--- config.mk ---
export PLATFORM = sky130hd
export DESIGN_NAME = alc_link_ctrl
export DESIGN_NICKNAME = d
export VERILOG_FILES = /design/src/common/alc_pkg.sv /design/src/verilog/alc_link_rx.sv /design/src/verilog/alc_link_ctrl.sv
export VERILOG_INCLUDE_DIRS = /design/src /design/src/common
export SDC_FILE = /design/constraint.sdc
export NUM_CORES = 1
export LEC_CHECK = 0
export ABC_AREA = 1
export ABC_CLOCK_PERIOD_IN_PS = 1500
export BUFFER_PORTS_ARGS = -buffer_cell sky130_fd_sc_hd__buf_4
export CAP_MARGIN = 20
export CORE_ASPECT_RATIO = 1.4
export CORE_UTILIZATION = 40
export CTS_BUF_LIST = sky130_fd_sc_hd__clkbuf_16
export DETAILED_ROUTE_END_ITERATION = 12
export PLACE_DENSITY = 0.67
export SLEW_MARGIN = 20
export SYNTH_ARGS = -nofsm -noshare
export SYNTH_HDL_FRONTEND = slang
export SYNTH_SLANG_ARGS = --single-unit
--- constraint.sdc ---
create_clock -name aclk -period 1.5 [get_ports aclk]
set_input_delay 0.3 -clock aclk [delete_from_list [all_inputs] [get_ports aclk]]
set_output_delay 0.3 -clock aclk [all_outputs]
set_load 0.01 [all_outputs]
--- src/common/alc_cfg.svh ---
// Purpose: Offsets, field positions and reset values of the link control
// Assumes: Byte addresses on a 32-bit AXI4-Lite register bus
// Notes: Included by the package and by the design files
`ifndef ALC_CFG_SVH
`define ALC_CFG_SVH

// Register byte offsets
`define ALC_OFF_ENABLE 8'h00
`define ALC_OFF_DISABLE 8'h04
`define ALC_OFF_READY 8'h08
`define ALC_OFF_IRQ_STATUS 8'h0C
`define ALC_OFF_IRQ_MASK 8'h10

// Control field positions of the enable register; the disable register uses only warm reset and receive select
`define ALC_BIT_COLD_RELEASE 0
`define ALC_BIT_POWER_DOWN 1
`define ALC_BIT_WAKE_ENABLE 2
`define ALC_BIT_WARM_RESET 3
`define ALC_BIT_RX_SELECT 4
`define ALC_BIT_READY_CLEAR 5

// Interrupt status and mask field positions
`define ALC_IRQ_READY0 0
`define ALC_IRQ_READY1 1
`define ALC_IRQ_WAKE 2

// Reset values
`define ALC_CTRL_RESET 5'h00
`define ALC_IRQ_RESET 3'h0

// Link framing: bits per frame and bits of the tag slot
`define ALC_FRAME_BITS 256
`define ALC_TAG_BITS 16

// AXI responses
`define ALC_RESP_OKAY 2'h0
`define ALC_RESP_SLVERR 2'h2

`endif

--- src/common/alc_pkg.sv ---
// Purpose: Types shared by the link control design
// Assumes: Constants come from alc_cfg.svh
// Notes: Control fields kept in one packed struct
package alc_pkg;
   `include "alc_cfg.svh"

   typedef struct packed {
      logic rx_select;
      logic warm_reset;
      logic wake_enable;
      logic power_down;
      logic cold_release;
   } alc_ctrl_t;

   typedef logic [1:0] alc_resp_t;
endpackage : alc_pkg

--- src/verilog/alc_link_rx.sv ---
// Purpose: Samples the link bit clock and codec data, frames the link
// Assumes: Bit clock far slower than aclk (125 ns against 8 ns)
// Notes: Frame timing only; slot payloads are handled elsewhere
`timescale 1ns/100ps
`include "alc_cfg.svh"
module alc_link_rx #(
   parameter int FRAME_BITS = `ALC_FRAME_BITS,
   parameter int TAG_BITS = `ALC_TAG_BITS
) (
   // Clock and reset
   input wire logic aclk,
   input wire logic aresetn,
   // Link pins, asynchronous to aclk
   input wire logic bit_clk,
   input wire logic [1:0] sdin,
   // To the controller
   output logic frame_sync,
   output logic [1:0] ready_seen,
   output logic sdin_any
);
   import alc_pkg::*;

   localparam int CW = $clog2(FRAME_BITS);

   logic [2:0] clk_meta;
   logic [1:0] sdin_meta;
   logic [1:0] sdin_sync;
   logic [CW-1:0] bit_cnt;
   logic tag_pending;

   // Second stage and a history stage; the first stage feeds nothing else
   wire bit_rise = clk_meta[1] & ~clk_meta[2];
   wire bit_fall = ~clk_meta[1] & clk_meta[2];
   wire frame_end = (bit_cnt == CW'(FRAME_BITS - 1));

   always_ff @(posedge aclk) begin
      if (!aresetn) begin
         clk_meta <= 3'h0;
         sdin_meta <= 2'h0;
         sdin_sync <= 2'h0;
      end else begin
         clk_meta <= {clk_meta[1:0], bit_clk};
         sdin_meta <= sdin;
         sdin_sync <= sdin_meta;
      end
   end

   always_ff @(posedge aclk) begin
      if (!aresetn) begin
         // Parked on the last bit, so the first rise after reset opens a frame
         bit_cnt <= CW'(FRAME_BITS - 1);
         frame_sync <= 1'b0;
         tag_pending <= 1'b0;
      end else if (bit_rise) begin
         bit_cnt <= frame_end ? '0 : bit_cnt + CW'(1);
         frame_sync <= frame_end | (bit_cnt < CW'(TAG_BITS - 1));
         tag_pending <= frame_end;
      end else if (bit_fall) begin
         tag_pending <= 1'b0;
      end
   end

   // Codec ready is the first tag bit, taken on the falling bit clock
   always_ff @(posedge aclk) begin
      if (!aresetn) begin
         ready_seen <= 2'h0;
         sdin_any <= 1'b0;
      end else begin
         ready_seen <= (bit_fall & tag_pending) ? sdin_sync : 2'h0;
         sdin_any <= |sdin_sync;
      end
   end
endmodule : alc_link_rx

--- src/verilog/alc_link_ctrl.sv ---
// Purpose: Low-byte control of the audio codec link controller
// Assumes: AXI4-Lite slave, 32-bit data, control fields in byte lane 0
// Notes: Outputs are registered; link pins are sampled into aclk
//
// Implementation choices: the AXI4-Lite interface to the registers and the register addresses.
`timescale 1ns/100ps
`include "alc_cfg.svh"
module alc_link_ctrl #(
   parameter int ADDR_W = 8
) (
   // Clock and reset
   input wire logic aclk,
   input wire logic aresetn,
   // AXI4-Lite write address
   input wire logic [ADDR_W-1:0] awaddr,
   input wire logic awvalid,
   output logic awready,
   // AXI4-Lite write data
   input wire logic [31:0] wdata,
   input wire logic [3:0] wstrb,
   input wire logic wvalid,
   output logic wready,
   // AXI4-Lite write response
   output alc_pkg::alc_resp_t bresp,
   output logic bvalid,
   input wire logic bready,
   // AXI4-Lite read address
   input wire logic [ADDR_W-1:0] araddr,
   input wire logic arvalid,
   output logic arready,
   // AXI4-Lite read data
   output logic [31:0] rdata,
   output alc_pkg::alc_resp_t rresp,
   output logic rvalid,
   input wire logic rready,
   // Link pins
   input wire logic bit_clk,
   input wire logic [1:0] sdin,
   output logic sync,
   output logic sdout,
   output logic link_cold_reset_n,
   // Status toward the rest of the controller
   output logic receive_source_select,
   output logic link_wake_interrupt,
   output logic irq
);
   import alc_pkg::*;

   function automatic logic addr_is(input logic [ADDR_W-1:0] a,
                                    input logic [7:0] off);
      addr_is = (a[7:2] == off[7:2]);
   endfunction : addr_is

   alc_ctrl_t ctrl;
   logic [1:0] codec_ready;
   logic [2:0] irq_status;
   logic [2:0] irq_mask;
   logic aw_got;
   logic w_got;
   logic [ADDR_W-1:0] aw_addr_q;
   logic [31:0] w_data_q;
   logic [3:0] w_strb_q;
   logic frame_sync;
   logic [1:0] ready_seen;
   logic sdin_any;

   alc_link_rx u_link_rx (
      .aclk(aclk),
      .aresetn(aresetn),
      .bit_clk(bit_clk),
      .sdin(sdin),
      .frame_sync(frame_sync),
      .ready_seen(ready_seen),
      .sdin_any(sdin_any)
   );

   // Write channel: address and data taken in either order
   wire aw_hs = awvalid & awready;
   wire w_hs = wvalid & wready;
   wire aw_have = aw_got | aw_hs;
   wire w_have = w_got | w_hs;
   wire do_write = aw_have & w_have & ~bvalid;
   wire [ADDR_W-1:0] wr_addr = aw_got ? aw_addr_q : awaddr;
   wire [31:0] wr_data = w_got ? w_data_q : wdata;
   wire [3:0] wr_strb = w_got ? w_strb_q : wstrb;
   wire next_aw_got = aw_have & ~do_write;
   wire next_w_got = w_have & ~do_write;
   wire next_bvalid = do_write | (bvalid & ~bready);

   wire wr_hit_en = addr_is(wr_addr, `ALC_OFF_ENABLE);
   wire wr_hit_dis = addr_is(wr_addr, `ALC_OFF_DISABLE);
   wire wr_hit_rdy = addr_is(wr_addr, `ALC_OFF_READY);
   wire wr_hit_ist = addr_is(wr_addr, `ALC_OFF_IRQ_STATUS);
   wire wr_hit_msk = addr_is(wr_addr, `ALC_OFF_IRQ_MASK);
   wire wr_mapped = wr_hit_en | wr_hit_dis | wr_hit_rdy | wr_hit_ist
                  | wr_hit_msk;
   // Every field sits in byte lane 0; other lanes hold nothing
   wire wr_lane0 = do_write & wr_strb[0];
   wire [7:0] wb = wr_data[7:0];
   wire set_en = wr_lane0 & wr_hit_en;
   wire clr_en = wr_lane0 & wr_hit_dis;

   // Enable register: write-one-to-set; bits 7:5 have no storage
   alc_ctrl_t next_ctrl;
   assign next_ctrl.cold_release = ctrl.cold_release
      | (set_en & wb[`ALC_BIT_COLD_RELEASE]);
   assign next_ctrl.power_down = ctrl.power_down
      | (set_en & wb[`ALC_BIT_POWER_DOWN]);
   assign next_ctrl.wake_enable = ctrl.wake_enable
      | (set_en & wb[`ALC_BIT_WAKE_ENABLE]);
   // Disable register takes the same bit positions, write-one-to-clear
   assign next_ctrl.warm_reset = (ctrl.warm_reset
      | (set_en & wb[`ALC_BIT_WARM_RESET]))
      & ~(clr_en & wb[`ALC_BIT_WARM_RESET]);
   assign next_ctrl.rx_select = (ctrl.rx_select
      | (set_en & wb[`ALC_BIT_RX_SELECT]))
      & ~(clr_en & wb[`ALC_BIT_RX_SELECT]);

   // Ready clear is a strobe; a flag arriving the same cycle still sets
   wire ready_clear = set_en & wb[`ALC_BIT_READY_CLEAR];
   wire [1:0] next_codec_ready =
      (codec_ready & {2{~ready_clear}}) | ready_seen;

   wire wake_level = ctrl.wake_enable & sdin_any;
   wire [2:0] irq_event = {wake_level, ready_seen};
   wire [2:0] irq_w1c = (wr_lane0 & wr_hit_ist) ? wb[2:0] : 3'h0;
   wire [2:0] next_irq_status = (irq_status & ~irq_w1c) | irq_event;
   wire [2:0] next_irq_mask = (wr_lane0 & wr_hit_msk) ? wb[2:0] : irq_mask;

   // Link outputs: warm reset holds sync high even over power down; power down otherwise forces low
   wire next_sync = ctrl.warm_reset
      | (frame_sync & ~ctrl.power_down & ctrl.cold_release);

   // Read channel
   wire ar_hs = arvalid & arready;
   wire next_rvalid = ar_hs | (rvalid & ~rready);
   wire rd_hit_en = addr_is(araddr, `ALC_OFF_ENABLE);
   wire rd_hit_rdy = addr_is(araddr, `ALC_OFF_READY);
   wire rd_hit_ist = addr_is(araddr, `ALC_OFF_IRQ_STATUS);
   wire rd_hit_msk = addr_is(araddr, `ALC_OFF_IRQ_MASK);
   wire rd_hit_dis = addr_is(araddr, `ALC_OFF_DISABLE);
   wire rd_mapped = rd_hit_en | rd_hit_rdy | rd_hit_ist | rd_hit_msk
                  | rd_hit_dis;
   // Bits 7:5 of the enable image read zero
   wire [31:0] rd_value =
        rd_hit_en ? {27'h000_0000, ctrl}
      : rd_hit_rdy ? {30'h0000_0000, codec_ready}
      : rd_hit_ist ? {29'h0000_0000, irq_status}
      : rd_hit_msk ? {29'h0000_0000, irq_mask}
      : 32'h0000_0000;

   always_ff @(posedge aclk) begin
      if (!aresetn) begin
         aw_got <= 1'b0;
         w_got <= 1'b0;
         awready <= 1'b0;
         wready <= 1'b0;
         bvalid <= 1'b0;
         bresp <= `ALC_RESP_OKAY;
      end else begin
         aw_got <= next_aw_got;
         w_got <= next_w_got;
         awready <= ~next_aw_got & ~next_bvalid;
         wready <= ~next_w_got & ~next_bvalid;
         bvalid <= next_bvalid;
         if (do_write) begin
            bresp <= wr_mapped ? `ALC_RESP_OKAY : `ALC_RESP_SLVERR;
         end
      end
   end

   always_ff @(posedge aclk) begin
      if (aw_hs) begin
         aw_addr_q <= awaddr;
      end
      if (w_hs) begin
         w_data_q <= wdata;
         w_strb_q <= wstrb;
      end
   end

   always_ff @(posedge aclk) begin
      if (!aresetn) begin
         arready <= 1'b0;
         rvalid <= 1'b0;
         rdata <= 32'h0000_0000;
         rresp <= `ALC_RESP_OKAY;
      end else begin
         arready <= ~next_rvalid;
         rvalid <= next_rvalid;
         if (ar_hs) begin
            rdata <= rd_value;
            rresp <= rd_mapped ? `ALC_RESP_OKAY : `ALC_RESP_SLVERR;
         end
      end
   end

   // Cold reset stays asserted from chip reset until software releases
   always_ff @(posedge aclk) begin
      if (!aresetn) begin
         ctrl <= `ALC_CTRL_RESET;
         codec_ready <= 2'h0;
         irq_status <= `ALC_IRQ_RESET;
         irq_mask <= `ALC_IRQ_RESET;
         sync <= 1'b0;
         sdout <= 1'b0;
         link_cold_reset_n <= 1'b0;
         receive_source_select <= 1'b0;
         link_wake_interrupt <= 1'b0;
         irq <= 1'b0;
      end else begin
         ctrl <= next_ctrl;
         codec_ready <= next_codec_ready;
         irq_status <= next_irq_status;
         irq_mask <= next_irq_mask;
         sync <= next_sync;
         // No slot payload here, so serial out idles low
         sdout <= 1'b0;
         link_cold_reset_n <= ctrl.cold_release;
         receive_source_select <= ctrl.rx_select;
         link_wake_interrupt <= wake_level;
         irq <= |(irq_status & irq_mask);
      end
   end
endmodule : alc_link_ctrl

==> summary.md <==
| Metric | Value |
|---|---|
| Status | `finished, final reports clean` |
| FILL cells | `a little over 700` |
| CTS clk-pin slew, worst paths | `~60 ps` |
| Cell taking the most area after synthesis | `dfxtp_1` |
| Fin crit period | `1380 ps` |
| CTS buffer count | `9` |
| TritonRoute pass-1 iters | `4` |
| Clk root buf | `clkbuf_16` |
| Vias in the first global route | `2168` |
| CP startpoint kind | `flop` |
| N_diodes | `0` |
| Sequential Power Share | `43.6%` |
| Post-Syn Instances | `390` |
| Main combinational cell family by area after synthesis | `simple AND/OR/NAND/NOR gates` |
| Fin util | `50.3%` |
| Total clock sinks | `65` |
| Design Area, Final | `between 3000 and 4000 um^2` |
| Share of cells above drive strength 1 | `between 20 and 25%` |
| Pwr dens | `between 1000 and 1500 nW/um^2` |
| Reg2reg start | `aw_addr_q[6]$_DFFE_PP_` |
| Drt via density | `4.33` |
| Switching Share | `25.3%` |
| Min-delay worst type | `primary input to flop` |
| Synthesis-to-finish area growth | `22.0%` |
| Yosys cell types | `35` |
| WL/cell | `between 10 and 15 um` |
| Die W | `roughly 76 um` |
| Area contributors post-synth | `dfxtp_1 (34%), edfxtp_1 (13%), nand2_1 (11%)` |
| YS warnings | `0` |
| Met1 Usage GRT | `between 10% and 20%` |
| Most common cell after layout, fill and taps aside | `nand2_1` |
| Clock share of power | `a little over two fifths` |
| Fin crit share | `around nine tenths` |
| Reg2reg setup slack | `between 100 and 150 ps` |
| Grt met3 use | `5.01%` |
| M2 GR Usage | `27.6%` |
| Worst skew pair latency | `between 300 and 400 ps` |
| Crit-path max FO | `5` |
| Worst Hold Endpoint | `u_link_rx.sdin_meta[0]$_SDFF_PN0_` |
| CP Class | `flop to flop` |
| Post-DP Area | `3390 um^2` |
| Syn_area_per_cell | `between 7 and 8 um^2` |
| Internal power | `between 3 and 4 mW` |
| CP Cell Sequence | `nand3b_1 -> nand2_4 -> nand2_1 -> inv_1 -> nand2_1 -> nor2_1 -> nand3_1 -> nand2_1 -> nand2_1` |
| Sum Neg Setup Slack | `0 ps` |
| Post-synthesis simple-gate area fraction | `approximately 28%` |
| Critical path arrival | `around 1600 ps` |
| Initial antenna violation count | `0` |
| DRC | `0` |
| Worst Min Path Start | `sdin[0]` |
| H-tree levels | `3` |
| Sw Pwr | `1.11 mW` |
| Slowest CP cell | `edfxtp_1` |
| Slew Limit Fails | `0` |
| Combinational share of power | `approximately an eighth` |
| Largest net degree at the start of global routing | `35` |
| Initial drt markers | `~100` |
| Cell row count | `37` |
| Gpl congestion | `between 0.8 and 0.9` |
| Maximum clock rate | `725 MHz` |
| DR vias | `about 2400` |
| Mux cell area share after synthesis | `0%` |
| Final hold viol count | `0` |
| Gr usage total | `15.8%` |
| Critical Path RT | `~1700 ps` |
| Post-Synthesis Cell Area | `3040 um^2` |
| R2r worst-path depth | `9` |
| Die Y | `approximately 110 um` |
| Antenna-violating nets left | `0` |
| Grt ovf | `0` |
| Die Area | `slightly below 8000 um^2` |
| Post-Synth Adder-Cell Area | `1.24%` |
| Setup violations, final | `0` |
| Synthesized flop and latch total | `65` |
| HPWL after DPL | `4190 um` |
| XOR/XNOR Fraction of Synth Area | `less than 1%` |
| Longest Clk Path Bufs | `2` |
| Layer with the highest usage | `met2` |
| Post-synth top area share | `between 30% and 40%` |
| Seq/Total Area, Yosys | `between 40% and 50%` |
| Leakage power | `~1.8 nW` |
| Initial Util | `just over 40%` |
| Crit-path max cell delay | `~360 ps` |
| Final Skew | `between 4 and 5 ps` |
| RSZ-0062 raised after global routing | `no` |
| Port bufs | `45` |
| CTS Hold Bufs | `0` |
| Global-route wire length before repair | `~9300 um` |
| VDD IR max | `approximately 0.7 mV` |
| Core area | `7360 um^2` |
| Reg2reg end | `irq_status[2]$_SDFF_PN0_` |
| CP most frequent cell | `nand2_1` |
| Commonest cells after routing, fill and taps aside | `nand2_1 (89), inv_1 (56), buf_4 (54)` |
| Worst hold path depth | `3` |
| Final WL | `approximately 5700 um` |
| Synth Area in Compound Gates | `6.88%` |
| I/O Pins | `roughly 110` |
| Post-layout nets | `approximately 500` |
| Max cap viols | `0` |
| CTS tree | `built` |
| Critical Path End Type | `flop` |
[routing by layer]
metal  part of all wire, %  wire [um]  up-vias
met1                    40       2290     1053
met3                   3.1        177        8
met5                     0          0        -
met2                    55       3100       45
met4                   1.9        109        0
li1                      -          -     1260
[worst max path at each step]
stage | cells after the start | start | slack, ps | end
after floorplan | 8 | u_link_rx.clk_meta[1]$_SDFF_PN0_ | 230 | u_link_rx.bit_cnt[7]$_SDFFE_PN1P_
after global placement | 10 | aw_got$_SDFF_PN0_ | 70 | irq_status[2]$_SDFF_PN0_
after detailed placement | 10 | aw_got$_SDFF_PN0_ | 50 | irq_status[2]$_SDFF_PN0_
after CTS | 10 | aw_got$_SDFF_PN0_ | 20 | irq_status[2]$_SDFF_PN0_
after global routing | 8 | u_link_rx.bit_cnt[1]$_SDFFE_PN1P_ | 1 | u_link_rx.bit_cnt[0]$_SDFFE_PN1P_
final | 9 | aw_addr_q[6]$_DFFE_PP_ | 120 | irq_status[2]$_SDFF_PN0_
[flip-flops by register name, indices dropped and copies added, names as in the netlist, 3 cells and up]
name	flops
irq_status	3
rdata	5
irq_mask	3
w_data_q	6
u_link_rx.clk_meta	3
aw_addr_q	6
ctrl	5
u_link_rx.bit_cnt	8
[synthesized netlist by cell type (all sizes together)]
master	instances
clkbuf	4
xor2	1
buf	34
ha	3
nor3	3
nand4	2
a31oi	1
nor2	43
and3	1
conb	1
dfxtp	52
o211ai	1
a22oi	1
edfxtp	13
nand2	99
nand3	26
o21ai	18
nand3b	3
or2	4
o21a	1
clkinv	2
inv	59
a21oi	18
[critical path: cells and delay by family (launching register included)]
kind | cells | cell delay (ps)
flip-flops | 1 | 360
AND/OR/NAND/NOR | 8 | 830
buffers and inverters | 1 | 90
[power groups by stage]
stage	clock network, mW	registers [mW]	logic (mW)
floorplan	0	1.96	0.406
global placement	0	1.95	0.518
detailed placement	0	1.95	0.528
CTS	1.96	1.92	0.532
global route	2.03	1.93	0.618
finish	1.94	1.92	0.544
[through the flow]
stage	total power, mW	worst slack (ps)	hold WS [ps]	cells
2_1_floorplan	2.36	231	390	419
3_3_place_gp	2.47	66.8	392	530
3_5_place_dp	2.48	48.4	395	530
4_1_cts	4.41	16.0	144	545
5_1_grt	4.58	1.34	149	547
6_report	4.40	122	152	547
[cell type report]
type	count	area (um^2)	share of cell area, %
multi-input combinational	255	1230	33.2
sequential	65	1430	38.7
timing repair buffer	54	405	10.9
clock inverter	5	28.8	0.777
clock buffer	10	250	6.75
tap	97	121	3.28
inverter	61	236	6.38
[cells by family after synthesis]
logic type                 count (synthesis)
AOI/OAI and AO/OA                         40
xor gates and xnor gates                   1
adders and majority gates                  3
buffers and inverters                     99
DFF                                       65
other                                      1
and+or+nand+nor                          181
[repair_timing]
item,CTS,global route
resized for setup,0,8
buffers inserted,0,2
hold endpoints to repair,0,0
endpoints found under the setup margin,0,16
No activity file was read; power rests on OpenSTA's default activity.
